## src/seis_pkg.sv

```systemverilog
/*
  constants, types and state record of the two-wire eeprom slave front end.
  assumes a 50 MHz system clock and an asynchronous active-low power-on reset.
*/
`default_nettype none

package seis_pkg;

  // ==========================================================
  // timing
  localparam int SYS_CLK_HZ = 50_000_000;
  localparam int T_WR_MS = 5;   // write cycle, longest
  localparam int T_PU_MS = 1;   // power-up to ready, longest
  localparam int WR_CYCLES = SYS_CLK_HZ / 1000 * T_WR_MS;
  localparam int PU_CYCLES = SYS_CLK_HZ / 1000 * T_PU_MS;
  localparam int TMR_W = 18;

  // ==========================================================
  // address byte layout
  localparam logic [3:0] PREAMBLE = 4'hA;
  localparam int BITS_PER_BYTE = 8;
  localparam logic [3:0] LAST_BIT = 4'h7;
  localparam logic [3:0] CNT_RST = 4'h0;
  localparam logic [7:0] BYTE_RST = 8'h00;
  localparam int SYNC_W = 6;

  // ==========================================================
  // types
  typedef enum logic [2:0] {
    ST_IDLE, ST_RECV, ST_SACK, ST_SEND, ST_MACK
  } seis_state_e;

  typedef enum logic [1:0] {
    KIND_DEV, KIND_BADDR, KIND_DATA
  } seis_kind_e;

  // write handoff to the array side
  typedef struct packed {
    logic valid;
    logic is_addr;
    logic [7:0] data;
  } seis_wr_s;

  typedef struct packed {
    seis_state_e st;
    seis_kind_e kind;
    logic [3:0] cnt;
    logic [7:0] sh;
    logic scl_q;
    logic sda_q;
    logic rw;
    logic mack;
    logic wp_block;
    logic wr_pend;
    logic [TMR_W-1:0] busy_cnt;
    logic [TMR_W-1:0] pu_cnt;
    logic ready;
    logic busy;
    logic sda_oen;
    logic sda_o;
    logic rd_req;
    logic wr_start;
    seis_wr_s wr;
  } seis_core_s;

endpackage

`default_nettype wire

```

## src/seis_top.sv

```systemverilog
/*
  two-wire serial eeprom slave front end: conditions, address match,
  acknowledge, read shifting, write handoff and write-cycle busy timer.
  assumes the array side answers a read request within a few clocks and
  that the pad ring resolves the open-drain data line and the pull-downs.
*/
`default_nettype none

module seis_top
  import seis_pkg::*;
#(
  parameter int WR_CYC = WR_CYCLES,
  parameter int PU_CYC = PU_CYCLES
) (
  // clock and power-on reset
  input wire logic I_SYS_CLK,
  input wire logic I_RSTN,
  // two-wire bus pins
  input wire logic I_SCL,
  input wire logic I_SDA,
  output logic O_SDA,
  output logic O_SDA_OEN,
  // strap pins
  input wire logic I_SELECT_PIN_0,
  input wire logic I_SELECT_PIN_1,
  input wire logic I_SELECT_PIN_2,
  input wire logic I_WRITE_INHIBIT,
  // array side, read
  output logic O_RD_REQ,
  input wire logic [7:0] I_RD_DATA,
  // array side, write
  output logic O_WR_VALID,
  output logic O_WR_IS_ADDR,
  output logic [7:0] O_WR_DATA,
  output logic O_WR_START,
  // status
  output logic O_BUSY,
  output logic O_READY
);

  localparam logic [TMR_W-1:0] WR_LOAD = TMR_W'(WR_CYC);
  localparam logic [TMR_W-1:0] PU_LAST = TMR_W'(PU_CYC);

  seis_core_s q;
  seis_core_s next_q;
  logic [SYNC_W-1:0] pins;
  logic scl;
  logic sda;
  logic [2:0] sel;
  logic wp;
  logic scl_rise;
  logic scl_fall;
  logic start_det;
  logic stop_det;
  logic byte_done;
  logic dev_match;

  // =========================================================
  // pin synchronisers; undriven straps arrive low from pad pull-downs
  seis_sync #(
    .W(SYNC_W)
  ) u_sync (
    .i_clk(I_SYS_CLK),
    .i_rstn(I_RSTN),
    .i_pin({I_SCL, I_SDA, I_SELECT_PIN_2, I_SELECT_PIN_1,
            I_SELECT_PIN_0, I_WRITE_INHIBIT}),
    .o_level(pins)
  );

  assign scl = pins[5];
  assign sda = pins[4];
  assign sel = pins[3:1]; // highest pin first
  assign wp = pins[0];

  // =========================================================
  // edges and bus conditions, only from filtered levels
  assign scl_rise = scl & ~q.scl_q;
  assign scl_fall = ~scl & q.scl_q;
  // data moving under a high clock is a condition, never data
  assign start_det = scl & q.scl_q & q.sda_q & ~sda;
  assign stop_det = scl & q.scl_q & ~q.sda_q & sda;
  assign byte_done = scl_fall && (q.cnt == 4'(BITS_PER_BYTE));
  assign dev_match = (q.sh[7:4] == PREAMBLE) && (q.sh[3:1] == sel);

  // =========================================================
  // next state
  always_comb begin
    next_q = q;
    next_q.scl_q = scl;
    next_q.sda_q = sda;
    next_q.rd_req = 1'b0;
    next_q.wr_start = 1'b0;
    next_q.wr.valid = 1'b0;
    next_q.sda_o = 1'b0; // open drain: the line is only ever pulled low

    // power-up delay, counts only after reset release
    if (!q.ready) begin
      next_q.pu_cnt = q.pu_cnt + 1'b1;
      if (q.pu_cnt == PU_LAST) begin
        next_q.ready = 1'b1;
      end
    end

    // write cycle timer, bounded by the load value
    if (q.busy_cnt != '0) begin
      next_q.busy_cnt = q.busy_cnt - 1'b1;
    end
    next_q.busy = (next_q.busy_cnt != '0);

    if (!q.ready) begin
      next_q.st = ST_IDLE;
    end else if (stop_det) begin
      // stop after accepted write data launches the cycle
      if (q.wr_pend) begin
        next_q.busy_cnt = WR_LOAD;
        next_q.busy = 1'b1;
        next_q.wr_start = 1'b1;
      end
      next_q.wr_pend = 1'b0;
      next_q.st = ST_IDLE;
      next_q.sda_oen = 1'b1;
    end else if (start_det) begin
      // repeated start also restarts the address phase
      next_q.st = ST_RECV;
      next_q.kind = KIND_DEV;
      next_q.cnt = CNT_RST;
      next_q.sda_oen = 1'b1;
    end else begin
      unique case (q.st)
        ST_IDLE: begin
          next_q.sda_oen = 1'b1; // nothing answered before a start
        end
        ST_RECV: begin
          if (scl_rise && (q.cnt != 4'(BITS_PER_BYTE))) begin
            next_q.sh = {q.sh[6:0], sda}; // capture on rising edge
            next_q.cnt = q.cnt + 1'b1;
          end else if (byte_done) begin
            next_q.cnt = CNT_RST;
            unique case (q.kind)
              KIND_DEV: begin
                // all eight bits in hand before deciding
                if (dev_match && !q.busy) begin
                  next_q.rw = q.sh[0]; // 1 read, 0 write
                  next_q.st = ST_SACK;
                  next_q.sda_oen = 1'b0;
                  next_q.rd_req = q.sh[0];
                end else begin
                  next_q.st = ST_IDLE;
                end
              end
              KIND_BADDR: begin
                next_q.st = ST_SACK;
                next_q.sda_oen = 1'b0;
                next_q.wr.valid = 1'b1;
                next_q.wr.is_addr = 1'b1;
                next_q.wr.data = q.sh;
              end
              KIND_DATA: begin
                if (q.wp_block) begin
                  next_q.st = ST_IDLE; // unacknowledged, write rejected
                end else begin
                  next_q.st = ST_SACK;
                  next_q.sda_oen = 1'b0;
                  next_q.wr.valid = 1'b1;
                  next_q.wr.is_addr = 1'b0;
                  next_q.wr.data = q.sh;
                  next_q.wr_pend = 1'b1;
                end
              end
              default: begin
                next_q.st = ST_IDLE;
              end
            endcase
          end
        end
        ST_SACK: begin
          // end of the ninth clock: release or start sending
          if (scl_fall) begin
            if (q.kind == KIND_DEV && q.rw) begin
              next_q.st = ST_SEND;
              next_q.sh = I_RD_DATA;
              next_q.cnt = CNT_RST;
              next_q.sda_oen = I_RD_DATA[7]; // one releases, zero pulls
            end else begin
              next_q.st = ST_RECV;
              next_q.sda_oen = 1'b1;
              if (q.kind == KIND_BADDR) begin
                // last falling edge before the first data byte
                next_q.wp_block = wp;
              end
              next_q.kind = (q.kind == KIND_DEV) ? KIND_BADDR : KIND_DATA;
            end
          end
        end
        ST_SEND: begin
          // outgoing bits change only after falling edges
          if (scl_fall) begin
            if (q.cnt == LAST_BIT) begin
              next_q.st = ST_MACK;
              next_q.sda_oen = 1'b1; // released for ninth clock
            end else begin
              next_q.cnt = q.cnt + 1'b1;
              next_q.sh = {q.sh[6:0], 1'b0};
              next_q.sda_oen = q.sh[6];
            end
          end
        end
        ST_MACK: begin
          if (scl_rise) begin
            next_q.mack = ~sda;
            next_q.rd_req = ~sda; // fetch next byte only when acknowledged
          end else if (scl_fall) begin
            if (q.mack) begin
              next_q.st = ST_SEND;
              next_q.sh = I_RD_DATA;
              next_q.cnt = CNT_RST;
              next_q.sda_oen = I_RD_DATA[7];
            end else begin
              next_q.st = ST_IDLE; // no ack: wait for the closing stop
            end
          end
        end
        default: begin
          next_q.st = ST_IDLE;
        end
      endcase
    end
  end

  // =========================================================
  // state register; constants only under reset
  always_ff @(posedge I_SYS_CLK or negedge I_RSTN) begin
    if (!I_RSTN) begin
      q <= '0;
      q.st <= ST_IDLE;
      q.kind <= KIND_DEV;
      q.cnt <= CNT_RST;
      q.sh <= BYTE_RST;
      q.sda_oen <= 1'b1;
      q.scl_q <= 1'b1;
      q.sda_q <= 1'b1;
    end else begin
      q <= next_q;
    end
  end

  // =========================================================
  // outputs, all straight from the state register
  assign O_SDA = q.sda_o;
  assign O_SDA_OEN = q.sda_oen;
  assign O_RD_REQ = q.rd_req;
  assign O_WR_VALID = q.wr.valid;
  assign O_WR_IS_ADDR = q.wr.is_addr;
  assign O_WR_DATA = q.wr.data;
  assign O_WR_START = q.wr_start;
  assign O_BUSY = q.busy;
  assign O_READY = q.ready;
endmodule // seis_top

`default_nettype wire

```

## src/seis_sync.sv

```systemverilog
/*
  three-stage input synchroniser with agreement filter.
  assumes asynchronous pins; output moves only when stages two and three agree.
*/
`default_nettype none

module seis_sync
  import seis_pkg::*;
#(
  parameter int W = 1
) (
  // clock and reset
  input wire logic i_clk,
  input wire logic i_rstn,
  // pins in, filtered level out
  input wire logic [W-1:0] i_pin,
  output logic [W-1:0] o_level
);

  typedef struct packed {
    logic [W-1:0] s1;
    logic [W-1:0] s2;
    logic [W-1:0] s3;
    logic [W-1:0] lvl;
  } seis_sync_s;

  seis_sync_s q;
  seis_sync_s next_q;

  // =========================================================
  // shift chain; s1 feeds s2 only
  always_comb begin
    next_q = q;
    next_q.s1 = i_pin;
    next_q.s2 = q.s1;
    next_q.s3 = q.s2;
    for (int i = 0; i < W; i++) begin
      if (q.s2[i] == q.s3[i]) begin
        next_q.lvl[i] = q.s3[i]; // one-sample glitches never reach lvl
      end
    end
  end

  always_ff @(posedge i_clk or negedge i_rstn) begin
    if (!i_rstn) begin
      q <= '0;
    end else begin
      q <= next_q;
    end
  end

  assign o_level = q.lvl;

endmodule // seis_sync

`default_nettype wire

```

## config.mk

```make
export PLATFORM = sky130hd
export DESIGN_NAME = seis_top
export DESIGN_NICKNAME = d
export VERILOG_FILES = /design/src/seis_pkg.sv /design/src/seis_top.sv /design/src/seis_sync.sv
export SDC_FILE = /design/constraint.sdc
export NUM_CORES = 1
export LEC_CHECK = 0
export ABC_AREA = 1
export BUFFER_PORTS_ARGS = -buffer_cell sky130_fd_sc_hd__buf_4
export CAP_MARGIN = 10
export CORE_AREA = 2 2 96 98
export DETAILED_ROUTE_END_ITERATION = 7
export DIE_AREA = 0 0 98 100
export PLACE_DENSITY = 0.78
export SLEW_MARGIN = 20
export SYNTH_ARGS = -nofsm -noshare
export SYNTH_HDL_FRONTEND = slang
export SYNTH_SLANG_ARGS = --single-unit
```

## constraint.sdc

```tcl
create_clock -name I_SYS_CLK -period 1.9 [get_ports I_SYS_CLK]
set_input_delay 0.57 -clock I_SYS_CLK [delete_from_list [all_inputs] [get_ports I_SYS_CLK]]
set_output_delay 0.57 -clock I_SYS_CLK [all_outputs]
set_load 0.03 [all_outputs]
```

# After elaboration in Yosys (flattened, before gate mapping)
# Index checks and enable logic that the tools add are counted.
[word_totals]
input_bits = 16
ff_bits = 98
[classes]
n_reduce_logical = 29
eq_ne = 57
bitwise = 15
add_sub_neg = 3
n_mux = 89
[op_table]
columns = ["cell", "count"]
rows = [
  ["2-to-1 mux 12 bit", 7],
  ["2-to-1 mux 18 bit", 4],
  ["2-to-1 mux 10 bit", 6],
  ["one-hot mux 12 bit (4 select lines)", 1],
  ["inequality test 5 bit (second input constant)", 9],
  ["2-to-1 mux 1 bit", 43],
  ["inequality test 4 bit (second input constant)", 10],
  ["nonzero test 18 bit", 2],
  ["2-to-1 mux 3 bit", 8],
  ["AND reduction 12 bit", 2],
  ["AND reduction 8 bit", 3],
  ["inequality test 2 bit (second input constant)", 11],
  ["inequality test 3 bit (second input constant)", 7],
  ["one-hot mux 10 bit (2 select lines)", 1],
  ["adder 18 x 1 -> 18 bit (second input constant)", 1],
  ["equality test 18 x 16 -> 1 bit (second input constant)", 1],
  ["subtractor 18 x 1 -> 18 bit (second input constant)", 1],
  ["2-to-1 mux 17 bit", 1],
  ["2-to-1 mux 2 bit", 8],
  ["one-hot mux 3 bit (5 select lines)", 1],
  ["AND reduction 7 bit", 2],
  ["2-to-1 mux 4 bit", 3],
  ["nonzero test 2 bit", 6],
  ["AND reduction 11 bit", 1],
  ["other kinds (28)", 54],
]

# Depth between registers and ports, before layout
# Gate-level depths: netlist of the first run.
[depth]
ltp_word = 11
depth_mapped = 14

# Modules after synthesis
# From an unflattened synthesis of the first run, not the netlist that was laid out.
[unflattened]
hier_cells = 630
area_unflattened_um2 = 5122.4
[by_module_without_submodules]
columns = ["mod", "seq_area_each_um2", "instances", "cells_each", "area_each_um2"]
rows = [
  ["seis_top", 1855.5, 1, 576, 4379.2],
  ["seis_sync", 600.6, 1, 54, 743.2],
]

# Worst setup path after synthesis of the first run
# Ideal clock, no wire load.
[synth_path]
kind = "register to register"
startpoint = "register q, in the netlist O_READY"
endpoint = "register q[32] (netlist name)"
t_required_ns = 1.821
setup_time_ns = 0.079
path_stages_with_launch = 10
setup_slack_ns = 0.251
arrival_time_ns = 1.570
path_buffers = 1
cell_sequence = "dfrtp_1 -> buf_6 -> inv_6 -> nand4_4 -> nor3_2 -> nand3_2 -> nor2_2 -> nand2_1 -> nor2_1 -> xor2_1"
[synth_lines]
columns = ["item", "line", "text"]
rows = [
  ["start: declaration", "seis_top.sv:44", "seis_core_s q;"],
  ["start signal: assignment", "seis_top.sv:243", "q <= next_q;"],
]

# Final worst setup path of the first run
[layout_path]
startpoint = "register u_sync.q, in the netlist u_sync.o_level[5]"
endpoint = "register q[65] (netlist name)"
[layout_between]
elab_chain_cells = 5
elab_cells_between_ends = 17
cone_classes = "eq/ne (5); bitwise (10); reduce/logical (2)"
[layout_rtl]
columns = ["item", "line", "text"]
rows = [
  ["start: declaration", "seis_sync.sv:27", "seis_sync_s q;"],
  ["start signal: assignment", "seis_sync.sv:48", "q <= next_q;"],
  ["AND 1 bit", "seis_top.sv:80, seis_top.sv:81", ""],
  ["AND 1 bit, on equally long branches (2 in series)", "seis_top.sv:80, seis_top.sv:81", ""],
  ["inverter 1 bit (no source line)", "n/a", ""],
  ["AND reduction 12 bit (no source line) *", "n/a", ""],
]
# Mark *: on every way between the ends. The rest lies on a longest branch, timed or not.
# A chain may end at the register's enable or synchronous reset.

==> out/results.ini, run 1 <==
[status]
status=completed

[final_layout]
seq_area_mm2=0.002456
fillCellCount=714
finish.net_count=672
multi_input_area_mm2=0.002317
antenna_cells=0
fin_util_pct=65.46
drive_gt1_share_pct=20.89
area_delta_synth_final_pct=12.51

[synth]
yosysUniqueCellTypes=48
synth_fp_nets=626
syn_inst=600
seq_area_frac_synth_pct=47.48
synth_flop_cell=dfrtp_1
synth_edf_count=0
synthArstFlopShare_pct=100.0
synth_top_area_share_pct=45.96
synth_area_leaders=dfrtp_1, nand2_1, inv_1
synth_top_area_cell=dfrtp_1
syn_area_mm2=0.005172
yosysWarningCount=0
syn_avg_cell_area_um2=8.621
ys_ff_latch=98

[worst_setup_path]
cp_top_family=simple AND/OR/NAND/NOR gates
cp_data_arrival_time_ps=2080
crit_start=u_sync.o_level[5]
critPathLaunchType=register
crit_required_ps=2160
max_stage_delay_ps=480
crit_fanout=16
critPathKind=register to register
r2r-start=u_sync.o_level[5]
endpoint_kind=register
crit_slowest_cell=dfrtp_1
regToRegSetupSlack_ps=80
cp_cell_sequence=nand2_2, inv_2, nand3_2, nand2_4, nor4_4, nand2_8, nor2_1, a21oi_2
worst-path-buf-inv=1

[grt]
overflow=0
antenna_found_initial=0
grt_max_degree=34
grt.total_usage_pct=22.58
grt_pass1_vias=3888
grt_pass1_wl_mm=17.91

[routing]
wl_mm=10.51
drtAntennaViolNets=0
vias_per_cell=5.337
drt_first_pass_iters=4
vias=4067
drtIter0Drc=202
drc=0
wl_per_cell_um=13.79

[timing]
slew-limit-headroom_pct=54.97
whs_ps=113.0
fin_tns_setup_ps=0
finalClockSkew_ps=10.20
hold_viol=0
setup_viol=0
slew_violations=0
final.period_utilization_pct=95.99
final.min_clock_period_ps=1824
worst_pin_slew_ps=671.0
finalWorstSetupSlack_ps=76.14
timing.fmax_mhz=548.3

[floorplanning]
die_x_um=98
die_h_um=100
io_pins=32
row_count=35
core_mm2=0.008890
dieArea_mm2=0.009800
start_util_pct=58.18

[placed_design]
place.gp.congestion=0.9560
io_buffers=30
place_ws_ps=52.07
hpwl_mm=7.963

[cts]
clock-sinks=98
cts_inserted_buffers=9
cts_tree=built
hold_buffers=0
h-tree-depth=3
clk_latency_ps=370
root_buffer=clkbuf_8
cts.path.max_buffers=2
path_clk_slew_ps=100

[pwr]
p_per_area_mw_per_mm2=611.3
ir_drop_uv=341.6
p_leak_nw=3.082

[flow_run]
cap_violations=0

[hold_path]
min-delay-path-class=input pin to async pin

-- cells in the mapped netlist (all sizes together) (3+ instances only) --
library cell / instances
inv: 85
xnor2: 6
buf: 15
o31ai: 9
o21ai: 26
dfrtp: 95
nand3: 35
nand4: 14
nor2: 88
nand2: 140
a21oi: 20
nor3b: 4
dfstp: 3
nor3: 9
ha: 10
xor2: 18
maj3: 6
-- power breakdown --
part	leakage [nW]	switching, mW	internal (mW)
Combinational	1.75	0.0948	0.0545
Clock	0.0844	0.760	0.496
Sequential	1.25	0.0278	2.12
-- through the flow --
| step | instance area, um^2 | power, mW | cells |
|---|---|---|---|
| 5_1_grt | 5819 | 3.720 | 762 |
| 6_report | 5819 | 3.557 | 762 |
| 2_1_floorplan | 5172 | 2.250 | 600 |
| 3_3_place_gp | 5542 | 2.337 | 742 |
| 3_5_place_dp | 5542 | 2.345 | 742 |
| 4_1_cts | 5725 | 3.607 | 758 |
-- cell families after synthesis --
| group | synth area share [%] |
|---|---|
| adders and majority gates | 3.580 |
| muxes | 0.2177 |
| buffers and inverters | 9.095 |
| xor gates and xnor gates | 4.064 |
| DFF | 47.48 |
| and+or+nand+nor | 27.82 |
| other | 0.07250 |
| AOI/OAI and AO/OA | 7.668 |
-- layout by cell type, fill, tap and decap left out, types with 3 or more instances in the layout --
master	instances
nand2_1	130
dfrtp_1	95
inv_1	78
nor2_1	65
buf_4	47
nand3_1	27
xor2_1	18
o21ai_0	18
nor2_2	16
nand4_1	13
a21oi_1	11
o31ai_1	9
a21oi_2	9
ha_1	9
clkbuf_8	9
o21ai_1	8
nand2_2	7
nor2_4	7
nand3_2	6
nor3_1	6
xnor2_1	6
maj3_1	6
inv_2	5
dfstp_2	3
nand3_4	3
nor3b_1	3
inv_6	3
clkinvlp_4	3
-- worst paths after layout --
kind / cells after the start / to
max in group asynchronous: 2 / q[57]
min reg2reg: 0 / u_sync.next_q[9]
min in group I_SYS_CLK: 1 / u_sync.next_q[13]
max reg2reg: 8 / q[65]
max: 8 / q[65]
min: 1 / u_sync.q[7]
-- final cells by class --
type	count	share of cell area (%)
Inverter	86	5.676
Tap cell	111	2.387
Clock buffer	9	2.129
Multi-Input combinational cell	402	39.82
Sequential cell	98	42.21
Timing Repair Buffer	49	6.751
Clock inverter	7	1.032
-- routing by layer --
layer  track usage (%)  share of wire, %  vias up
li1                  -                 -     2002
met1             30.18                44     1937
met2             37.57                49      114
met3             3.621               5.0       14
met4             8.440               1.6        0
met5                 0                 0        -
-- what timing repair did --
| item | CTS | global route |
|---|---|---|
| resized for setup | 0 | 22 |
| setup endpoints to repair | 0 | 17 |
| buffers inserted | 0 | 3 |
| endpoints found under the hold margin | 0 | 0 |
-- state kept, by name (all words and copies together), names as in the netlist --
register,cells
O_BUSY,1
O_WR_IS_ADDR,1
O_WR_START,1
u_sync.o_level,6
O_SDA_OEN,1
O_WR_VALID,1
u_sync.next_q,12
O_WR_DATA,8
q,59
O_RD_REQ,1
u_sync.q,6
O_READY,1
Note: power is estimated with default switching activity, not from simulation.
==> run 2: changes to the inputs <==
--- a/config.mk
+++ b/config.mk
@@ -8,11 +8,12 @@
 export ABC_AREA = 1
 export BUFFER_PORTS_ARGS = -buffer_cell sky130_fd_sc_hd__buf_4
 export CAP_MARGIN = 10
-export CORE_AREA = 2 2 96 98
+export CORE_AREA = 2 2 95 97
 export DETAILED_ROUTE_END_ITERATION = 7
-export DIE_AREA = 0 0 98 100
-export PLACE_DENSITY = 0.78
+export DIE_AREA = 0 0 97 99
+export PLACE_DENSITY = 0.79
 export SLEW_MARGIN = 20
 export SYNTH_ARGS = -nofsm -noshare
 export SYNTH_HDL_FRONTEND = slang
+export SYNTH_HIERARCHICAL = 1
 export SYNTH_SLANG_ARGS = --single-unit
==> constraint.sdc (replaced) <==
create_clock -name I_SYS_CLK -period 1.9 [get_ports I_SYS_CLK]
set_input_delay 0.19 -clock I_SYS_CLK [delete_from_list [all_inputs] [get_ports I_SYS_CLK]]
set_output_delay 0.19 -clock I_SYS_CLK [all_outputs]
set_load 0.03 [all_outputs]
==> out/results.ini, run 2 <==
[synth]
synth_compound_area_share_pct=7.279  ; -0.39 points
synth_edf_count=0  ; unchanged
synth-xor-area-share_pct=4.104  ; +0.040 points
synth_top_area_share_pct=46.41  ; +0.45 points
yosysUniqueCellTypes=42  ; -13%
synth_flop_cell=dfrtp_1
synth_mux_area_share_pct=0  ; -0.22 points
synth_fp_nets=656  ; +4.8%
synth_fa_ha_area_share_pct=2.443  ; -1.1 points
syn_area_mm2=0.005122  ; -0.97%
synth_area_leaders=dfrtp_1, nand2_1, nor2_1
synthArstFlopShare_pct=100.0  ; unchanged
syn_avg_cell_area_um2=8.131  ; -5.7%
ys_ff_latch=98  ; unchanged
synth_top_family_by_area=simple AND/OR/NAND/NOR gates
yosysMostFrequentCell=nand2_1
synth_commonest_cells=nand2_1, dfrtp_1, nor2_1
yosysWarningCount=6  ; +6
syn_inst=630  ; +5.0%
synth-simple-area-share_pct=28.82  ; +1.0 points
seq_area_frac_synth_pct=47.95  ; +0.46 points
synth_top_area_cell=dfrtp_1

[worst_setup_path]
crit_required_ps=2150  ; about the same
worst-path-buf-inv=2  ; +1
max_stage_delay_ps=380  ; -100 ps
critPathLaunchType=register
critPathKind=register to register
cp_top_family=simple AND/OR/NAND/NOR gates
r2r-start=q[34]
cp_cell_sequence=inv_1, ha_1, nand2_1, nor2_2, nand3_4, inv_1, a21oi_1, nor2_1, nand2_1, nor2_1, nand3_1
crit_fanout=17  ; +1
crit_slowest_cell=dfrtp_1
endpoint_kind=register
crit_start=q[34]
cp_data_arrival_time_ps=2070  ; about the same

[cts]
root_buffer=clkbuf_8
path_clk_slew_ps=100  ; about the same
clk_latency_ps=370  ; about the same
cts_tree=built
h-tree-depth=3  ; unchanged
clock-sinks=98  ; unchanged
cts_inserted_buffers=9  ; unchanged
cts.path.max_buffers=2  ; unchanged

[grt]
grt_pass1_wl_mm=17.93  ; +0.16%
grt_pass1_vias=4012  ; +3.2%
grt_max_degree=74  ; +120%
overflow=0  ; unchanged
grt.total_usage_pct=22.77  ; +0.19 points
antenna_found_initial=0  ; unchanged

[timing]
finalClockSkew_ps=15.82  ; +5.621 ps
hold_viol=0  ; unchanged
final.min_clock_period_ps=1819  ; -4.810 ps
fin_tns_setup_ps=0  ; unchanged
finalWorstSetupSlack_ps=80.95  ; +4.810 ps
whs_ps=151.2  ; +38.24 ps
setup_viol=0  ; unchanged
timing.fmax_mhz=549.7  ; +0.26%
final.period_utilization_pct=95.74  ; -0.25 points
rsz0062_at_grt=true
slew_violations=0  ; unchanged

[final_layout]
regMostFlops=q
fin_util_pct=68.92  ; +3.5 points
largest_reg_flops=59  ; unchanged
final_common_cell=nand2_1
area_delta_synth_final_pct=15.05
finish.net_count=706  ; +5.1%
mostFrequentLayoutCells=nand2_1, dfrtp_1, nor2_1
antenna_cells=0  ; unchanged
drive_gt1_share_pct=18.42  ; -2.5 points

[routing]
drtIter0Drc=190  ; -5.9%
drt_first_pass_iters=5  ; +1
wl_mm=10.90  ; +3.8%
drtAntennaViolNets=0  ; unchanged
vias_per_cell=5.277  ; -1.1%
vias=4179  ; +2.8%
wl_per_cell_um=13.77  ; -0.16%
drc=0  ; unchanged

[floorplanning]
io_pins=32  ; unchanged
die_x_um=97  ; -1.0%
row_count=34  ; -2.9%
die_h_um=99  ; -1.0%
dieArea_mm2=0.009603  ; -2.0%
core_mm2=0.008551  ; -3.8%
start_util_pct=59.91  ; +1.7 points

[placed_design]
hpwl_mm=7.687  ; -3.5%
io_buffers=30  ; unchanged
place.gp.congestion=0.9093  ; -4.9%
place_ws_ps=-12.31  ; -64.38 ps

[pwr]
p_per_area_mw_per_mm2=653.2  ; +6.9%
p_leak_nw=3.144  ; +2.0%
ir_drop_uv=365.9  ; +7.1%

[hold_path]
worstHoldStart=I_RD_DATA[4]
min-delay-path-class=input pin to register

[status]
status=completed

[flow_run]
cap_violations=0  ; unchanged

## run 2: area by class of cell
type	instances	area (um^2)
tap	108	135.1
inverter	86	331.6
sequential	98	2457
multi-input combinational	427	2267
timing repair buffer	58	478.0
clock inverter	5	86.33
fill	643	2658
clock buffer	10	137.6
## run 2: final timing paths
| path | endpoint | cells past startpoint | slack [ps] |
|---|---|---|---|
| setup / recovery | O_BUSY | 11 | 80 |
| hold / removal | q[62] | 5 | 150 |
| setup reg to reg | O_BUSY | 11 | 80 |
| hold reg to reg | u_sync/next_q[11] | 0 | 350 |
| max in group asynchronous | q[56] | 3 | 920 |
| min in group asynchronous | O_WR_DATA[7] | 2 | 250 |
## run 2: stage by stage
stage	power, mW	cell area (um^2)	cells
floorplan	2.272	5122	630
global placement	2.338	5448	762
detailed placement	2.345	5448	762
CTS	3.877	5744	784
global route	3.980	5893	792
finish	3.849	5893	792
## run 2: cell families (layout without fill, tap and decap cells)
family	after synthesis	after routing
flops	98	98
xor+xnor	24	24
simple gates	329	330
other cells	1	1
compound gates	62	62
buf+inv	106	159
fa+ha+maj	10	10
## run 2: tightest hold or removal path: cells and delay by family
kind | cells | cell delay (ps)
simple gates | 3 | 140
buf+inv | 1 | 80
compound gates | 1 | 90
## run 2: routing by layer
metal	vias up	global-route usage, %	wire (um)
met1	1952	29.70	4743
li1	2059	-	-
met3	23	3.546	594
met5	-	0	0
met2	145	38.78	5330
met4	0	8.451	234
## run 2: where the power goes
part	internal, mW	switching (mW)
Combinational	0.0616	0.0999
Clock	0.783	0.748
Sequential	2.13	0.0318
Total	2.97	0.879
## run 2: repair_timing
| item | 4_1_cts | 5_1_grt |
|---|---|---|
| hold buffers | 7 | 0 |
| pin swaps | 0 | 10 |
| endpoints found under the setup margin | 1 | 27 |
| resized for setup | 1 | 21 |
| buffers inserted | 0 | 7 |
| cloned | 0 | 1 |
| endpoints found under the hold margin | 30 | 0 |
==> run 3: changes to the inputs <==
--- a/config.mk
+++ b/config.mk
@@ -8,10 +8,11 @@
 export ABC_AREA = 1
 export BUFFER_PORTS_ARGS = -buffer_cell sky130_fd_sc_hd__buf_4
 export CAP_MARGIN = 10
-export CORE_AREA = 2 2 95 97
+export CORE_AREA = 2 2 94 96
+export CTS_BUF_LIST = sky130_fd_sc_hd__clkbuf_4
 export DETAILED_ROUTE_END_ITERATION = 7
-export DIE_AREA = 0 0 97 99
-export PLACE_DENSITY = 0.79
+export DIE_AREA = 0 0 96 98
+export PLACE_DENSITY_LB_ADDON = 0.2
 export SLEW_MARGIN = 20
 export SYNTH_ARGS = -nofsm -noshare
 export SYNTH_HDL_FRONTEND = slang
==> out/results.ini, run 3 (same netlist as run 2, synthesis figures left out) <==
[routing]
drt_first_pass_iters=5  ; unchanged
drtAntennaViolNets=0  ; unchanged
drtIter0Drc=244  ; +28%
drc=0  ; unchanged
wl_mm=11.26  ; +3.3%
vias=4269  ; +2.2%
vias_per_cell=5.310  ; +0.63%
wl_per_cell_um=14.01  ; +1.8%

[timing]
setup_viol=0  ; unchanged
finalClockSkew_ps=15.53  ; -0.2945 ps
final.period_utilization_pct=96.21  ; +0.47 points
hold_viol=0  ; unchanged
timing.fmax_mhz=547.0  ; -0.49%
final.min_clock_period_ps=1828  ; +8.987 ps
slew_violations=0  ; unchanged
fin_tns_setup_ps=0  ; unchanged

[grt]
top_usage_layer=met2
met2_usage_pct=40.17  ; +1.4 points
overflow=0  ; unchanged
antenna_found_initial=0  ; unchanged
grt_pass1_vias=4024  ; +0.30%
grt_max_degree=67  ; -9.5%
grt_util_met1_pct=32.97  ; +3.3 points
grt_pass1_wl_mm=18.25  ; +1.8%
grt.total_usage_pct=24.55  ; +1.8 points
met3_usage_pct=3.858  ; +0.31 points

[final_layout]
fillCellCount=638  ; -0.78%
regMostFlops=q
finish.net_count=718  ; +1.7%
mostFrequentLayoutCells=nand2_1, dfrtp_1, nor2_1
fin_util_pct=70.57  ; +1.7 points
area_delta_synth_final_pct=16.63
largest_reg_flops=59  ; unchanged
drive_gt1_share_pct=21.12  ; +2.7 points
final_common_cell=nand2_1
antenna_cells=0  ; unchanged

[worst_setup_path]
worst-path-buf-inv=3  ; +1
cp_data_arrival_time_ps=2210  ; +140 ps
max_stage_delay_ps=440  ; +60 ps
r2r-start=q[74]
critPathLaunchType=register
r2r_end=q[59]
regToRegSetupSlack_ps=70  ; about the same
crit_slowest_cell=dfrtp_1
endpoint_kind=register
cp_cell_sequence=inv_2, nand2_1, nor2_4, nor2_4, clkinvlp_4, buf_4, o21ai_0, nor2_1, a21oi_2
crit_required_ps=2280  ; +130 ps
ff2ff_path_depth=9  ; -2
cp_top_family=simple AND/OR/NAND/NOR gates
crit_fanout=5  ; -12
critPathKind=register to register
crit_start=q[74]
crit_top_cell=nor2_4

[placed_design]
place.gp.congestion=0.9171  ; +0.86%
hpwl_mm=7.667  ; -0.26%
io_buffers=30  ; unchanged

[floorplanning]
core_mm2=0.008466  ; -1.0%
die_h_um=98  ; -1.0%
dieArea_mm2=0.009408  ; -2.0%
die_x_um=96  ; -1.0%
io_pins=32  ; unchanged
row_count=34  ; unchanged
start_util_pct=60.51  ; +0.60 points

[cts]
root_buffer=clkbuf_4
path_clk_slew_ps=160  ; +60 ps
cts_tree=built
clk_latency_ps=450  ; +80 ps
cts_inserted_buffers=9  ; unchanged
clock-sinks=98  ; unchanged
cts.path.max_buffers=2  ; unchanged
h-tree-depth=3  ; unchanged

[flow_run]
cap_violations=0  ; unchanged

[pwr]
ir_drop_uv=398.3  ; +8.8%
p_per_area_mw_per_mm2=619.6  ; -5.1%
power_mw=3.702  ; -3.8%
p_leak_nw=3.190  ; +1.5%

[status]
status=completed

[hold_path]
worstHoldPathCells=3  ; -2
min-delay-path-class=input pin to register
min_to=q[58]
worstHoldStart=I_RD_DATA[0]

==> run 3: final cells by class <==
cell class,instances,area [um^2],area share [%]
Tap cell,108,135.1,2.262
Timing Repair inverter,1,5.005,0.08377
Clock buffer,9,67.56,1.131
Multi-Input combinational cell,428,2307,38.62
Timing Repair Buffer,68,553.0,9.257
Inverter,86,335.3,5.613
Clock inverter,6,111.4,1.864
Sequential cell,98,2460,41.17
==> run 3: timing repair <==
| action | 4_1_cts | 5_1_grt |
|---|---|---|
| endpoints found under the hold margin | 101 | 0 |
| buffers inserted | 0 | 19 |
| hold buffers | 7 | 0 |
| endpoints found under the setup margin | 0 | 29 |
| gates resized for setup | 0 | 35 |
==> run 3: power breakdown <==
part / switching, mW / total, mW / internal [mW]
Combinational: 0.101 / 0.168 / 0.0670
Sequential: 0.0342 / 2.16 / 2.13
Clock: 0.706 / 1.37 / 0.665
Total: 0.842 / 3.70 / 2.86
==> run 3: worst max-delay path by stage <==
stage / endpoint / slack, ps / cells after the start
CTS: O_BUSY / 8 / 11
finish: q[59] / 70 / 9
floorplan: O_SDA_OEN / 170 / 10
global placement: O_BUSY / 80 / 11
global route: q[74] / -60 / 10
detailed placement: O_BUSY / 40 / 11
==> run 3: stage by stage <==
stage | worst slack, ps | instances | hold WS, ps | area, um^2
after floorplan | 168.8 | 630 | -105.6 | 5122
after detailed placement | 39.90 | 760 | 223.0 | 5433
final | 71.96 | 804 | 73.37 | 5974
after global placement | 83.81 | 760 | 220.8 | 5433
after global routing | -61.01 | 804 | 74.13 | 5974
after CTS | 8.096 | 782 | 60.18 | 5682
==> run 3: layer usage <==
metal | share of wire (%) | up-vias
met4 | 2.5 | 0
met2 | 49 | 145
li1 | - | 2097
met5 | 0 | -
met3 | 5.8 | 25
met1 | 43 | 2002
==> run 3: worst register-to-register path, cell delays in order (launching register included) <==
cell and delay [ps]:
dfrtp_1 440, inv_2 90, nand2_1 110, nor2_4 70, nor2_4 250, clkinvlp_4 230, buf_4 180, o21ai_0 190
nor2_1 90, a21oi_2 110
